### config.mk
export PLATFORM = sky130hd
export DESIGN_NAME = drive_condition_detectors
export DESIGN_NICKNAME = d
export VERILOG_FILES = /design/src/design/drive_det_pkg.sv /design/src/design/drive_condition_detectors.sv
export SDC_FILE = /design/constraint.sdc
export NUM_CORES = 2
export LEC_CHECK = 0
export BUFFER_PORTS_ARGS = -buffer_cell sky130_fd_sc_hd__buf_2
export CAP_MARGIN = 30
export CORE_MARGIN = 2
export CORE_UTILIZATION = 25
export DETAILED_ROUTE_END_ITERATION = 10
export PLACE_DENSITY = 0.41
export SYNTH_ARGS = -nofsm -noshare
export SYNTH_HDL_FRONTEND = slang
export SYNTH_SLANG_ARGS = --single-unit
### constraint.sdc
create_clock -name clk -period 45.8 [get_ports clk]
set_clock_uncertainty 0.2 [all_clocks]
set_input_delay 6.87 -clock clk [delete_from_list [all_inputs] [get_ports clk]]
set_output_delay 6.87 -clock clk [all_outputs]
set_load 0.1 [all_outputs]
### src/design/drive_det_pkg.sv
// Purpose: Shared constants and carrier types for the drive condition detectors.
// Assumes: 125 MHz system clock, APB register access with 32-bit data.
// Notes: Levels are 16-bit; torque is in percent of rated torque.
package drive_det_pkg;
   localparam int DW = 16;
   localparam int TERM_COUNT = 2;
   localparam int AW = 8;

   // Register byte addresses.
   localparam logic [AW-1:0] ADDR_CUR_LEVEL = 8'h00;
   localparam logic [AW-1:0] ADDR_CUR_TIMER = 8'h04;
   localparam logic [AW-1:0] ADDR_LOSS_LEVEL = 8'h08;
   localparam logic [AW-1:0] ADDR_TRQ_LEVEL = 8'h0C;
   localparam logic [AW-1:0] ADDR_TRQ_TIMER = 8'h10;
   localparam logic [AW-1:0] ADDR_BASE_FREQ = 8'h14;
   localparam logic [AW-1:0] ADDR_TERM_BASE = 8'h18;
   localparam logic [AW-1:0] ADDR_STATUS = 8'h30;
   localparam logic [AW-1:0] ADDR_FREQ_REF = 8'h34;

   // Register reset values.
   localparam logic [DW-1:0] RST_CUR_LEVEL = 16'h0064;
   localparam logic [DW-1:0] RST_CUR_TIMER = 16'h000A;
   localparam logic [DW-1:0] RST_LOSS_LEVEL = 16'h03E7;
   localparam logic [DW-1:0] RST_TRQ_LEVEL = 16'h0014;
   localparam logic [DW-1:0] RST_TRQ_TIMER = 16'h000A;
   localparam logic [DW-1:0] RST_BASE_FREQ = 16'h0258;
   localparam logic [7:0] RST_TERM_SEL = 8'h00;

   // Output terminal function codes.
   localparam logic [7:0] FN_OVERLOAD = 8'h07;
   localparam logic [7:0] FN_CMD_LOSS = 8'h21;
   localparam logic [7:0] FN_CUR_DET = 8'h25;
   localparam logic [7:0] FN_LOW_TRQ = 8'h2D;

   // Loss level codes and ratios.
   localparam logic [DW-1:0] LOSS_DISABLED = 16'h03E7;
   localparam logic [DW-1:0] PCT_FULL = 16'h0064;
   localparam logic [7:0] K_TEN = 8'h0A;
   localparam logic [7:0] K_NINE = 8'h09;
   localparam logic [7:0] K_FIVE = 8'h05;
   localparam logic [DW-1:0] TRQ_HYST = 16'h0005;

   // Timing.
   localparam int CLK_PERIOD_NS = 8;
   localparam int MS_NS = 1000000;
   localparam int MS_CYCLES = (MS_NS + CLK_PERIOD_NS - 1) / CLK_PERIOD_NS;
   localparam logic [DW-1:0] MIN_ON_MS = 16'h0064;
   localparam logic [DW-1:0] LOSS_WIN_MS = 16'h0190;

   // Internal measurements.
   typedef struct packed {
      logic [DW-1:0] current;
      logic [DW-1:0] torque;
      logic [DW-1:0] cmd_level;
      logic [DW-1:0] out_freq;
      logic running;
   } meas_t;

   // Detection flags.
   typedef struct packed {
      logic overload_warning;
      logic current_detected;
      logic low_torque_flag;
      logic command_loss;
   } flags_t;

   // Whole module state.
   typedef struct packed {
      logic [DW-1:0] current_level_setting;
      logic [DW-1:0] current_timer_setting;
      logic [DW-1:0] loss_level_setting;
      logic [DW-1:0] torque_level_setting;
      logic [DW-1:0] torque_timer_setting;
      logic [DW-1:0] base_frequency_setting;
      logic [TERM_COUNT-1:0][7:0] term_sel;
      logic [23:0] ms_cnt;
      logic tick;
      logic [DW-1:0] cur_cnt;
      logic [DW-1:0] cur_min;
      logic [DW-1:0] trq_cnt;
      logic [DW-1:0] trq_min;
      logic [DW-1:0] win_cnt;
      logic [DW-1:0] sampled_command_level;
      flags_t fl;
      logic [DW-1:0] freq_ref;
      logic [TERM_COUNT-1:0] term_out;
      logic [31:0] prdata;
      logic pslverr;
   } state_t;
endpackage

### src/design/drive_condition_detectors.sv
// Purpose: Overload warning, current detection, low torque and command loss detection.
// Assumes: Measurements are synchronous to clk; command level is taken before input filtering.
// Notes: Registers sit on a zero-wait APB slave; read data is captured in the setup cycle.
// Overview of operation
// RULE1 - Overload warning is on while output current exceeds the current level setting.
// RULE2 - Operator should set current level near 80 to 90 percent of thermal level.
// RULE3 - A terminal shows the overload warning only when its function code is 7.
// RULE4 - Current detected sets after current stays above level longer than current timer.
// RULE5 - Current detected clears when current drops below 90 percent of the level.
// RULE6 - Current detected stays on at least 100 ms per assertion.
// RULE7 - A terminal shows current detected only when its function code is 37.
// RULE8 - Command below 10 percent of sample within 400 ms declares loss; run at ratio.
// RULE9 - Command rising above the recovery threshold ends loss and follows the command again.
// RULE10 - Loss level 999 still flags loss but keeps the analog command as reference.
// RULE11 - Loss level 0 or 999 uses sampled level times 0.2 as recovery threshold.
// RULE12 - Loss level 100 percent or more uses sampled level times one as threshold.
// RULE13 - Command level is re-sampled at fixed intervals for continuous loss monitoring.
// RULE14 - Loss detection uses the unfiltered command, independent of filter constants.
// RULE15 - Low torque sets after torque stays below level longer than torque timer.
// RULE16 - Low torque clears when torque rises above the level plus 5 percent.
// RULE17 - Low torque stays on at least 100 ms per assertion.
// RULE18 - A terminal shows low torque only when its function code is 45.
// RULE19 - Torque level is in percent, 100 meaning rated motor torque.
// RULE20 - Below 20 percent of base frequency low torque detection holds its result.
// RULE21 - Low torque is forced off whenever the drive is stopped.
// RULE22 - Command loss flag clears once analog command operation resumes normally.
// RULE23 - All timers count a millisecond tick from the clock and clear on reset.
`timescale 1ns/1ns
module drive_condition_detectors
   import drive_det_pkg::*;
#(
   parameter int MS_CYC = MS_CYCLES
)
(
   input wire logic clk,
   input wire logic rst,
   input wire logic psel,
   input wire logic penable,
   input wire logic pwrite,
   input wire logic [AW-1:0] paddr,
   input wire logic [31:0] pwdata,
   output logic [31:0] prdata,
   output logic pready,
   output logic pslverr,
   input wire meas_t meas,
   output logic overload_warning,
   output logic current_detected,
   output logic low_torque_flag,
   output logic command_loss,
   output logic [DW-1:0] freq_ref,
   output logic [TERM_COUNT-1:0] term_out
);
   localparam logic [23:0] MS_LAST = 24'(MS_CYC - 1);

   state_t s_q;
   state_t s_d;

   // Multiplies a level by a small constant without losing the top bits.
   function automatic logic [DW+7:0] mul8(input logic [DW-1:0] x, input logic [7:0] k);
      logic [DW+7:0] xe;
      logic [DW+7:0] ke;
      xe = {8'h00, x};
      ke = {{DW{1'b0}}, k};
      return xe * ke;
   endfunction

   // Full-width product of two levels.
   function automatic logic [2*DW-1:0] mul16(input logic [DW-1:0] a, input logic [DW-1:0] b);
      logic [2*DW-1:0] ae;
      logic [2*DW-1:0] be;
      ae = {{DW{1'b0}}, a};
      be = {{DW{1'b0}}, b};
      return ae * be;
   endfunction

   // Saturating increment for millisecond counters.
   function automatic logic [DW-1:0] inc_sat(input logic [DW-1:0] c);
      return (c == {DW{1'b1}}) ? c : c + 16'h0001;
   endfunction

   // Decodes the terminal selection register index for an address.
   function automatic logic term_hit(input logic [AW-1:0] a, input int i);
      return a == ADDR_TERM_BASE + AW'(4 * i);
   endfunction

   logic [2*DW-1:0] ratio_prod;
   logic [2*DW-1:0] ratio_q;
   logic [2*DW-1:0] recov_lhs;
   logic [2*DW-1:0] recov_rhs;
   logic recovered;
   logic drop_seen;
   logic low_speed;
   logic wr_en;
   logic rd_setup;
   logic mapped;

   // Command loss comparisons on the unfiltered command level.
   always_comb
   begin
      ratio_prod = mul16(s_q.sampled_command_level, s_q.loss_level_setting);
      ratio_q = ratio_prod / {{DW{1'b0}}, PCT_FULL};
      drop_seen = (s_q.sampled_command_level != '0) &&
                  (mul8(meas.cmd_level, K_TEN) < {8'h00, s_q.sampled_command_level}); // RULE8 RULE14
      recov_lhs = mul16(meas.cmd_level, PCT_FULL);
      recov_rhs = mul16(s_q.sampled_command_level, s_q.loss_level_setting);
      if ((s_q.loss_level_setting == '0) || (s_q.loss_level_setting == LOSS_DISABLED))
      begin
         recovered = mul8(meas.cmd_level, K_FIVE) > {8'h00, s_q.sampled_command_level}; // RULE11
      end
      else if (s_q.loss_level_setting >= PCT_FULL)
      begin
         recovered = meas.cmd_level > s_q.sampled_command_level; // RULE12
      end
      else
      begin
         recovered = recov_lhs > recov_rhs; // RULE9
      end
   end

   // Low frequency window where torque estimates are unreliable.
   assign low_speed = mul8(meas.out_freq, K_FIVE) < {8'h00, s_q.base_frequency_setting}; // RULE20

   // APB strobes and address decode.
   always_comb
   begin
      wr_en = psel && penable && pwrite;
      rd_setup = psel && !penable;
      mapped = (paddr == ADDR_CUR_LEVEL) || (paddr == ADDR_CUR_TIMER) ||
               (paddr == ADDR_LOSS_LEVEL) || (paddr == ADDR_TRQ_LEVEL) ||
               (paddr == ADDR_TRQ_TIMER) || (paddr == ADDR_BASE_FREQ) ||
               (paddr == ADDR_STATUS) || (paddr == ADDR_FREQ_REF);
      for (int i = 0; i < TERM_COUNT; i++)
      begin
         if (term_hit(paddr, i))
         begin
            mapped = 1'b1;
         end
      end
   end

   // Next state for registers, timers and detectors.
   always_comb
   begin
      s_d = s_q;

      // Millisecond tick shared by every timer.
      s_d.tick = 1'b0;
      if (s_q.ms_cnt == MS_LAST)
      begin
         s_d.ms_cnt = '0;
         s_d.tick = 1'b1; // RULE23
      end
      else
      begin
         s_d.ms_cnt = s_q.ms_cnt + 24'h000001;
      end

      // Register writes take effect in the access phase.
      if (wr_en)
      begin
         unique case (paddr)
            ADDR_CUR_LEVEL: s_d.current_level_setting = pwdata[DW-1:0];
            ADDR_CUR_TIMER: s_d.current_timer_setting = pwdata[DW-1:0];
            ADDR_LOSS_LEVEL: s_d.loss_level_setting = pwdata[DW-1:0];
            ADDR_TRQ_LEVEL: s_d.torque_level_setting = pwdata[DW-1:0]; // RULE19
            ADDR_TRQ_TIMER: s_d.torque_timer_setting = pwdata[DW-1:0];
            ADDR_BASE_FREQ: s_d.base_frequency_setting = pwdata[DW-1:0];
            default:
            begin
               for (int i = 0; i < TERM_COUNT; i++)
               begin
                  if (term_hit(paddr, i))
                  begin
                     s_d.term_sel[i] = pwdata[7:0];
                  end
               end
            end
         endcase
      end

      // Read data and error are captured in the setup cycle.
      if (rd_setup)
      begin
         s_d.pslverr = !mapped;
         s_d.prdata = '0;
         unique case (paddr)
            ADDR_CUR_LEVEL: s_d.prdata[DW-1:0] = s_q.current_level_setting;
            ADDR_CUR_TIMER: s_d.prdata[DW-1:0] = s_q.current_timer_setting;
            ADDR_LOSS_LEVEL: s_d.prdata[DW-1:0] = s_q.loss_level_setting;
            ADDR_TRQ_LEVEL: s_d.prdata[DW-1:0] = s_q.torque_level_setting;
            ADDR_TRQ_TIMER: s_d.prdata[DW-1:0] = s_q.torque_timer_setting;
            ADDR_BASE_FREQ: s_d.prdata[DW-1:0] = s_q.base_frequency_setting;
            ADDR_STATUS: s_d.prdata = {s_q.sampled_command_level, 12'h000, s_q.fl};
            ADDR_FREQ_REF: s_d.prdata[DW-1:0] = s_q.freq_ref;
            default:
            begin
               for (int i = 0; i < TERM_COUNT; i++)
               begin
                  if (term_hit(paddr, i))
                  begin
                     s_d.prdata[7:0] = s_q.term_sel[i];
                  end
               end
            end
         endcase
      end

      // Overload early warning follows the current directly.
      s_d.fl.overload_warning = meas.current > s_q.current_level_setting; // RULE1

      // Current detection with on-delay, minimum width and 90 percent release.
      if (meas.current <= s_q.current_level_setting)
      begin
         s_d.cur_cnt = '0;
      end
      else if (s_q.tick)
      begin
         s_d.cur_cnt = inc_sat(s_q.cur_cnt);
      end
      if (s_q.fl.current_detected)
      begin
         if (s_q.tick)
         begin
            s_d.cur_min = inc_sat(s_q.cur_min);
         end
         if ((s_q.cur_min >= MIN_ON_MS) && // RULE6
             (mul8(meas.current, K_TEN) < mul8(s_q.current_level_setting, K_NINE))) // RULE5
         begin
            s_d.fl.current_detected = 1'b0;
         end
      end
      else if (s_q.cur_cnt > s_q.current_timer_setting)
      begin
         s_d.fl.current_detected = 1'b1; // RULE4
         s_d.cur_min = '0;
      end

      // Low torque detection, held at low speed and cleared when stopped.
      if (!meas.running)
      begin
         s_d.fl.low_torque_flag = 1'b0; // RULE21
         s_d.trq_cnt = '0;
         s_d.trq_min = '0;
      end
      else if (!low_speed)
      begin
         if (meas.torque >= s_q.torque_level_setting)
         begin
            s_d.trq_cnt = '0;
         end
         else if (s_q.tick)
         begin
            s_d.trq_cnt = inc_sat(s_q.trq_cnt);
         end
         if (s_q.fl.low_torque_flag)
         begin
            if (s_q.tick)
            begin
               s_d.trq_min = inc_sat(s_q.trq_min);
            end
            if ((s_q.trq_min >= MIN_ON_MS) && // RULE17
                ({1'b0, meas.torque} > {1'b0, s_q.torque_level_setting} + {1'b0, TRQ_HYST})) // RULE16
            begin
               s_d.fl.low_torque_flag = 1'b0;
            end
         end
         else if (s_q.trq_cnt > s_q.torque_timer_setting)
         begin
            s_d.fl.low_torque_flag = 1'b1; // RULE15
            s_d.trq_min = '0;
         end
      end
      else if (s_q.fl.low_torque_flag && s_q.tick)
      begin
         s_d.trq_min = inc_sat(s_q.trq_min); // RULE20
      end

      // Command loss: periodic sampling, drop detection and recovery.
      if (s_q.tick)
      begin
         s_d.win_cnt = inc_sat(s_q.win_cnt);
      end
      if (!s_q.fl.command_loss)
      begin
         if (drop_seen)
         begin
            s_d.fl.command_loss = 1'b1; // RULE8
         end
         else if (s_q.tick && (s_q.win_cnt >= LOSS_WIN_MS - 16'h0001))
         begin
            s_d.sampled_command_level = meas.cmd_level; // RULE13
            s_d.win_cnt = '0;
         end
      end
      else if (recovered)
      begin
         s_d.fl.command_loss = 1'b0; // RULE22
         s_d.sampled_command_level = meas.cmd_level;
         s_d.win_cnt = '0;
      end

      // Reference frequency substitution during command loss.
      if (s_q.fl.command_loss && (s_q.loss_level_setting != LOSS_DISABLED)) // RULE10
      begin
         s_d.freq_ref = (ratio_q[2*DW-1:DW] != '0) ? {DW{1'b1}} : ratio_q[DW-1:0]; // RULE8
      end
      else
      begin
         s_d.freq_ref = meas.cmd_level; // RULE9
      end

      // Output terminal routing by function code.
      for (int i = 0; i < TERM_COUNT; i++)
      begin
         unique case (s_q.term_sel[i])
            FN_OVERLOAD: s_d.term_out[i] = s_q.fl.overload_warning; // RULE3
            FN_CUR_DET: s_d.term_out[i] = s_q.fl.current_detected; // RULE7
            FN_LOW_TRQ: s_d.term_out[i] = s_q.fl.low_torque_flag; // RULE18
            FN_CMD_LOSS: s_d.term_out[i] = s_q.fl.command_loss;
            default: s_d.term_out[i] = 1'b0;
         endcase
      end
   end

   // State register with synchronous reset.
   always_ff @(posedge clk)
   begin
      if (rst)
      begin
         s_q <= '0; // RULE23
         s_q.current_level_setting <= RST_CUR_LEVEL;
         s_q.current_timer_setting <= RST_CUR_TIMER;
         s_q.loss_level_setting <= RST_LOSS_LEVEL;
         s_q.torque_level_setting <= RST_TRQ_LEVEL;
         s_q.torque_timer_setting <= RST_TRQ_TIMER;
         s_q.base_frequency_setting <= RST_BASE_FREQ;
         s_q.term_sel <= {TERM_COUNT{RST_TERM_SEL}};
      end
      else
      begin
         s_q <= s_d;
      end
   end

   // Outputs.
   assign prdata = s_q.prdata;
   assign pslverr = s_q.pslverr && psel && penable;
   assign pready = 1'b1;
   assign overload_warning = s_q.fl.overload_warning;
   assign current_detected = s_q.fl.current_detected;
   assign low_torque_flag = s_q.fl.low_torque_flag;
   assign command_loss = s_q.fl.command_loss;
   assign freq_ref = s_q.freq_ref;
   assign term_out = s_q.term_out;
endmodule

**After elaboration in Yosys (flattened, before gate mapping)**

Cells that the tools add are included.

- Input port bits: 110
- Bits in registers: 288

- Bitwise operators: 4
- Equality and inequality tests: 32
- Muxes and demuxes: 42
- Reductions and logical operators: 46
- Multiply operators: 7
- Magnitude comparators: 16
- Divide/modulo/power cells: 1
- Add/subtract/negate cells: 7

Operators with widths:

| kind | count |
|---|---|
| 2-to-1 mux 16 bit | 18 |
| 2-to-1 mux 32 bit | 4 |
| adder 16 x 1 -> 16 bit (second input constant) | 5 |
| == test 16 bit (second input constant) | 5 |
| multiplier 16 x 3 -> 19 bit (second input constant) | 4 |
| == test 8 x 6 -> 1 bit (second input constant) | 8 |
| greater-than comparator 16 bit | 4 |
| case mux 8 bit (8 select lines) | 1 |
| case mux 8 bit (7 select lines) | 1 |
| greater-or-equal comparator 16 x 7 -> 1 bit (second input constant) | 3 |
| divider 32 x 7 -> 32 bit (second input constant) | 1 |
| == test 8 x 5 -> 1 bit (second input constant) | 4 |
| greater-than comparator 23 x 32 -> 1 bit | 1 |
| multiplier 16 x 16 -> 32 bit | 1 |
| nonzero test 16 bit | 2 |
| adder 24 x 1 -> 24 bit (second input constant) | 1 |
| == test 24 x 17 -> 1 bit (second input constant) | 1 |
| == test 8 x 3 -> 1 bit (second input constant) | 3 |
| multiplier 16 x 5 -> 21 bit (second input constant) | 1 |
| < comparator 20 x 16 -> 1 bit | 1 |
| < comparator 20 bit | 1 |
| multiplier 16 x 4 -> 20 bit (second input constant) | 1 |
| greater-than comparator 19 x 16 -> 1 bit | 1 |
| < comparator 19 x 16 -> 1 bit | 1 |
| 26 further kinds | 82 |

**Longest topological paths before layout**

- Depth after elaboration: 11
- Gate-level depth with buffers: 85

**Least setup slack after synthesis**

No wires, ideal clock.

- Path kind: register to register
- From: register s_q[249] (netlist bit)
- To: register s_q, in the netlist freq_ref[0]
- Library setup time: 130 ps
- Path buffers: 9
- Data arrival time: 19,263 ps
- Period minus slack after synthesis: 19,593 ps
- Data required time: 45,470 ps
- Stages on the path, launching flop included: 77
- Slack: 26,207 ps
- Path through: dfxtp_1 -> clkbuf_1 -> buf_1 -> nand2_1 -> fa_1 -> inv_1 -> fa_1 -> inv_1 -> fa_1 -> inv_1 -> fa_1 -> fa_1 -> inv_1 -> fa_1 -> inv_1 -> ha_1 -> clkbuf_1 -> a21oi_1 -> [41 not listed] -> a21oi_1 -> o31a_1 -> buf_4 -> o221ai_2 -> nand3_2 -> o31a_1 -> a211o_1 -> mux2_2 -> xor2_1 -> or3_1 -> o21ai_1 -> buf_4 -> o31a_1 -> o31ai_4 -> a211oi_2 -> o31a_1 -> a2111oi_1 -> nor3_1

- Word-level cells in the longest chain between the ends: 5
- Elaborated cells on any way between the ends: 7
- Classes of those cells: mul (1); div (1); eq/ne (1); mux (2); reduce/logical (2)

Ends and longest elaborated chain:

| what | RTL line | text |
|---|---|---|
| from (decl) | drive_condition_detectors.sv:55 | `state_t s_q;` |
| multiplier 16 x 16 -> 32 bit | drive_condition_detectors.sv:73 | `return ae * be;` |
| divider 32 x 7 -> 32 bit | drive_condition_detectors.sv:101 | `ratio_q = ratio_prod / {{DW{1'b0}}, PCT_FULL};` |
| nonzero test 16 bit | drive_condition_detectors.sv:305 | `s_d.freq_ref = (ratio_q[2*DW-1:DW] != '0) ? {DW{1'b1}} : ratio_q[DW-1:0];` |
| 2-to-1 mux 16 bit | drive_condition_detectors.sv:305 |  |
| 2-to-1 mux 16 bit (*) | drive_condition_detectors.sv:303 | `if (s_q.fl.command_loss && (s_q.loss_level_setting != LOSS_DISABLED))` |

Every way passes the cells marked *; elsewhere a longest branch is shown, timed or not.
A chain may end at the register's enable or synchronous reset.

**Final worst setup path**

Same ends and word-level chain as after synthesis.

==> key figures <==
Outcome
  • Outcome: complete, no violations

Setup path
  • Reg2reg path depth: 67
  • Setup slack, reg-to-reg: 21.32 ns
  • Crit Reg-Reg Endpoint: freq_ref[0]$_SDFF_PP0_
  • R2R Path Start: s_q[249]$_SDFFE_PP1P_
  • CP most frequent cell: fa_1
  • Number of cells on the critical path: 67
  • Critical-path maximum fanout: 20
  • Slowest library cell on the worst path: dfxtp_1
  • Crit path largest cell delay: 0.94 ns
  • CP startpoint kind: register
  • Critical Path AT: 24.72 ns
  • CP endpoint: freq_ref[0]$_SDFF_PP0_
  • Required time of the critical path: 46.05 ns
  • Crit. Startpoint: s_q[249]$_SDFFE_PP1P_
  • Critical path's top delay family: compound AO/OA/AOI/OAI gates
  • Worst path bufs/invs: 3
  • Setup CP Type: reg -> reg
  • Setup crit end kind: register

Die
  • Die ar.: 146800 um^2
  • Rows: 139
  • # IOs: 166
  • Initial core utilization: 25.10%
  • Die height: 383.1 um
  • Core area: 143100 um^2
  • Die span in x: 383.1 um

Timing
  • Period utilisation layout: 53.45%
  • Unrepaired setup endpoints after global routing: no
  • Fin. Hold Viols: 0
  • Max_slew headroom: 27.43%
  • Final setup violation count: 0
  • Final worst slack: 21.32 ns
  • Worst-Margin Slew: 1.089 ns
  • Post-layout minimum cycle time: 24.48 ns
  • Setup TNS Final: 0 ns
  • Pins Over Slew Limit: 0
  • Peak Freq: 0.04085 GHz

Detailed routing
  • Final ANT Viol Nets: 0
  • # DRC: 0
  • Routed wire per std cell: 19.33 um
  • Vias: 32.28k
  • DR pass1 iterations: 6
  • DR iter-0 viols: 1951
  • Total wire length: 125.8 mm
  • Post-DR vias/cell: 4.960

Yosys
  • Sequential area share after synthesis: 16.05%
  • Synth Net Count: 5329
  • Syn avg cell area: 7.887 um^2
  • Netlist cell types: 133
  • Synth area leader: dfxtp_1
  • Largest family of logic cells by synthesized area: adder cells
  • Area contributors post-synth: dfxtp_1 16%, ha_1 16%, fa_1 12%, nand2_1 5.4%, inv_1 5.2%
  • Post-Synth Adder-Cell Area: 27.64%
  • Yosys reg bits: 288
  • Synth top area share: 16.05%
  • Compound-Gate Fraction of Synth Area: 20.38%
  • Ys Warns: 0
  • Ys async rst share: 0%
  • Mux cell area share after synthesis: 1.546%
  • Synth Cell Area: 35930 um^2
  • Main synth FF type: dfxtp_1
  • Simple-Gate Fraction of Synth Area: 20.46%
  • Synth Area in XOR/XNOR: 5.447%
  • Number of synthesized flops with an enable pin: 0
  • Post-Syn Instances: 4555

Placement
  • GPL Wtd Cong: 0.8477
  • DP Worst Slack: 21.62 ns
  • Port bufs: 148
  • Post-DP HPWL: 98.62 mm

Layout
  • Ant. Diodes: 0
  • Nets@finish: 5347
  • Layout fillers: 15.62k
  • Area Overhead vs Synth: 10.90%
  • Share of post-route cells with drive strength above 1: 8.406%

CTS
  • CTS H-tree depth: 2
  • Hold Buf Count CTS: 0
  • Post-cts sizing count: 0
  • Cts bufs inserted: 39
  • Root Buffer: clkbuf_16
  • CTS tree: yes
  • Clock Latency Late Sink: 0.59 ns
  • Clock tree buffer depth: 3
  • Post-CTS Setup Bufs: 0
  • Clk slew on worst S/H paths: 0.06 ns
  • Sink Count: 288

GRT
  • Met2 Use GR: 27.16%
  • GRT busiest layer: met2
  • Grt total ovfl: 0
  • GR met3 Demand/Resource: 3.158%
  • Largest net degree at the start of global routing: 67
  • Initial antenna violation count: 15
  • Global-route wire length before repair: 193.8 mm
  • GRT Util Overall: 16.92%
  • Met1 Usage GRT: 23.22%
  • Vias in the first global route: 32.05k

Run
  • Max capacitance violation total: 0

Power
  • IR Drop Worst-Case VDD: 0.02459 mV
  • Leakage power: 0.01710 uW
  • Pwr Density: 18.06 nW/um^2

Worst hold path
  • Hold WC Path Type: reg -> reg
routing by layer:
metal  part of all wire [%]  vias to the layer above  wire [um]
met5                  0.037                        -         46
met4                    2.4                        8       3012
met3                    6.2                      151       7755
met2                     45                      726      55980
met1                     47                    15510      59000
li1                       -                    15880          -
cell type report:
class / instances / area, um^2 / area share (%)
Clock buffer: 61 / 1180 / 2.961
Clock inverter: 11 / 107.6 / 0.2701
Inverter: 503 / 1888 / 4.739
Multi-Input combinational cell: 3523 / 27160 / 68.17
Sequential cell: 288 / 5766 / 14.47
Tap cell: 1903 / 2381 / 5.976
Timing Repair Buffer: 218 / 1359 / 3.410
worst min-delay path: cells and delay by family (launching register included):
kind / cells / cell delay, ns
flip-flops: 1 / 0.30
AND/OR/NAND/NOR: 1 / 0.05
AO/OA/AOI/OAI: 1 / 0.05
registers in the layout (all words and copies together), names as in the netlist:
name	cells
low_torque_flag	1
command_loss	1
freq_ref	16
overload_warning	1
term_out	2
s_q	234
current_detected	1
prdata	32
synth_stat cells (33+ instances only):
cell type,instances
ha_1,455
fa_1,209
o21ai_0,161
nor2_1,298
mux2i_1,47
dfxtp_1,288
nand4_1,62
and3_1,40
inv_1,498
clkbuf_1,158
buf_4,55
nor3_1,78
nand3_1,136
nor2b_1,54
a21oi_1,316
nand2_1,515
a22oi_1,35
a31oi_1,39
nand2b_1,53
xnor2_1,113
a21o_1,60
and2_1,141
xor2_1,98
a211oi_1,35
o211ai_1,33
through the flow:
| step | hold WS (ns) | util [%] | total power [uW] | instances | cell area [um^2] |
|---|---|---|---|---|---|
| after floorplan | 0.2179 | - | 371.6 | 4555 | 35930 |
| after global placement | 0.2350 | 26.82 | 414.1 | 6425 | 38390 |
| after detailed placement | 0.2419 | 26.94 | 415.1 | 6435 | 38550 |
| after CTS | 0.2480 | 27.84 | 731.5 | 6507 | 39840 |
| after global routing | 0.2690 | 27.84 | 763.7 | 6507 | 39840 |
| final | 0.2446 | 27.84 | 719.7 | 6507 | 39840 |
cells in the final DEF (no fill, tap or decap), types with 62 or more instances in the layout:
| master | synthesis | routed |
|---|---|---|
| dfxtp_1 | 288 | 288 |
| ha_1 | 455 | 455 |
| buf_2 | 16 | 147 |
| nand4_1 | 62 | 62 |
| o21ai_0 | 161 | 161 |
| and2_1 | 141 | 141 |
| xnor2_1 | 113 | 113 |
| fa_1 | 209 | 209 |
| a21oi_1 | 316 | 316 |
| xor2_1 | 98 | 98 |
| nand2_1 | 515 | 515 |
| nand3_1 | 136 | 136 |
| nor2_1 | 298 | 298 |
| nor3_1 | 78 | 72 |
| inv_1 | 498 | 497 |
how the worst min path moves through the flow:
stage               cells after the start                       to  slack (ns)               startpoint
global route                            2  prdata[30]$_SDFFE_PP0P_        0.27  prdata[30]$_SDFFE_PP0P_
detailed placement                      2  prdata[30]$_SDFFE_PP0P_        0.24  prdata[30]$_SDFFE_PP0P_
CTS                                     2  prdata[30]$_SDFFE_PP0P_        0.25  prdata[30]$_SDFFE_PP0P_
finish                                  2  prdata[30]$_SDFFE_PP0P_        0.24  prdata[30]$_SDFFE_PP0P_
global placement                        1      s_q[152]$_SDFF_PP0_        0.24      s_q[152]$_SDFF_PP0_
floorplan                               1      s_q[152]$_SDFF_PP0_        0.22      s_q[152]$_SDFF_PP0_
cell families after synthesis:
| group | count (synthesis) |
|---|---|
| and+or+nand+nor | 1514 |
| xor gates and xnor gates | 217 |
| other | 1 |
| muxes | 54 |
| buffers and inverters | 744 |
| adders and majority gates | 669 |
| DFF | 288 |
| AOI/OAI and AO/OA | 1068 |
report_power, final:
group          internal [uW]  switching (uW)
combinational           61.8            90.6
sequential               252            4.01
clock                    183             128
Power figures use the tool's default switching activity.
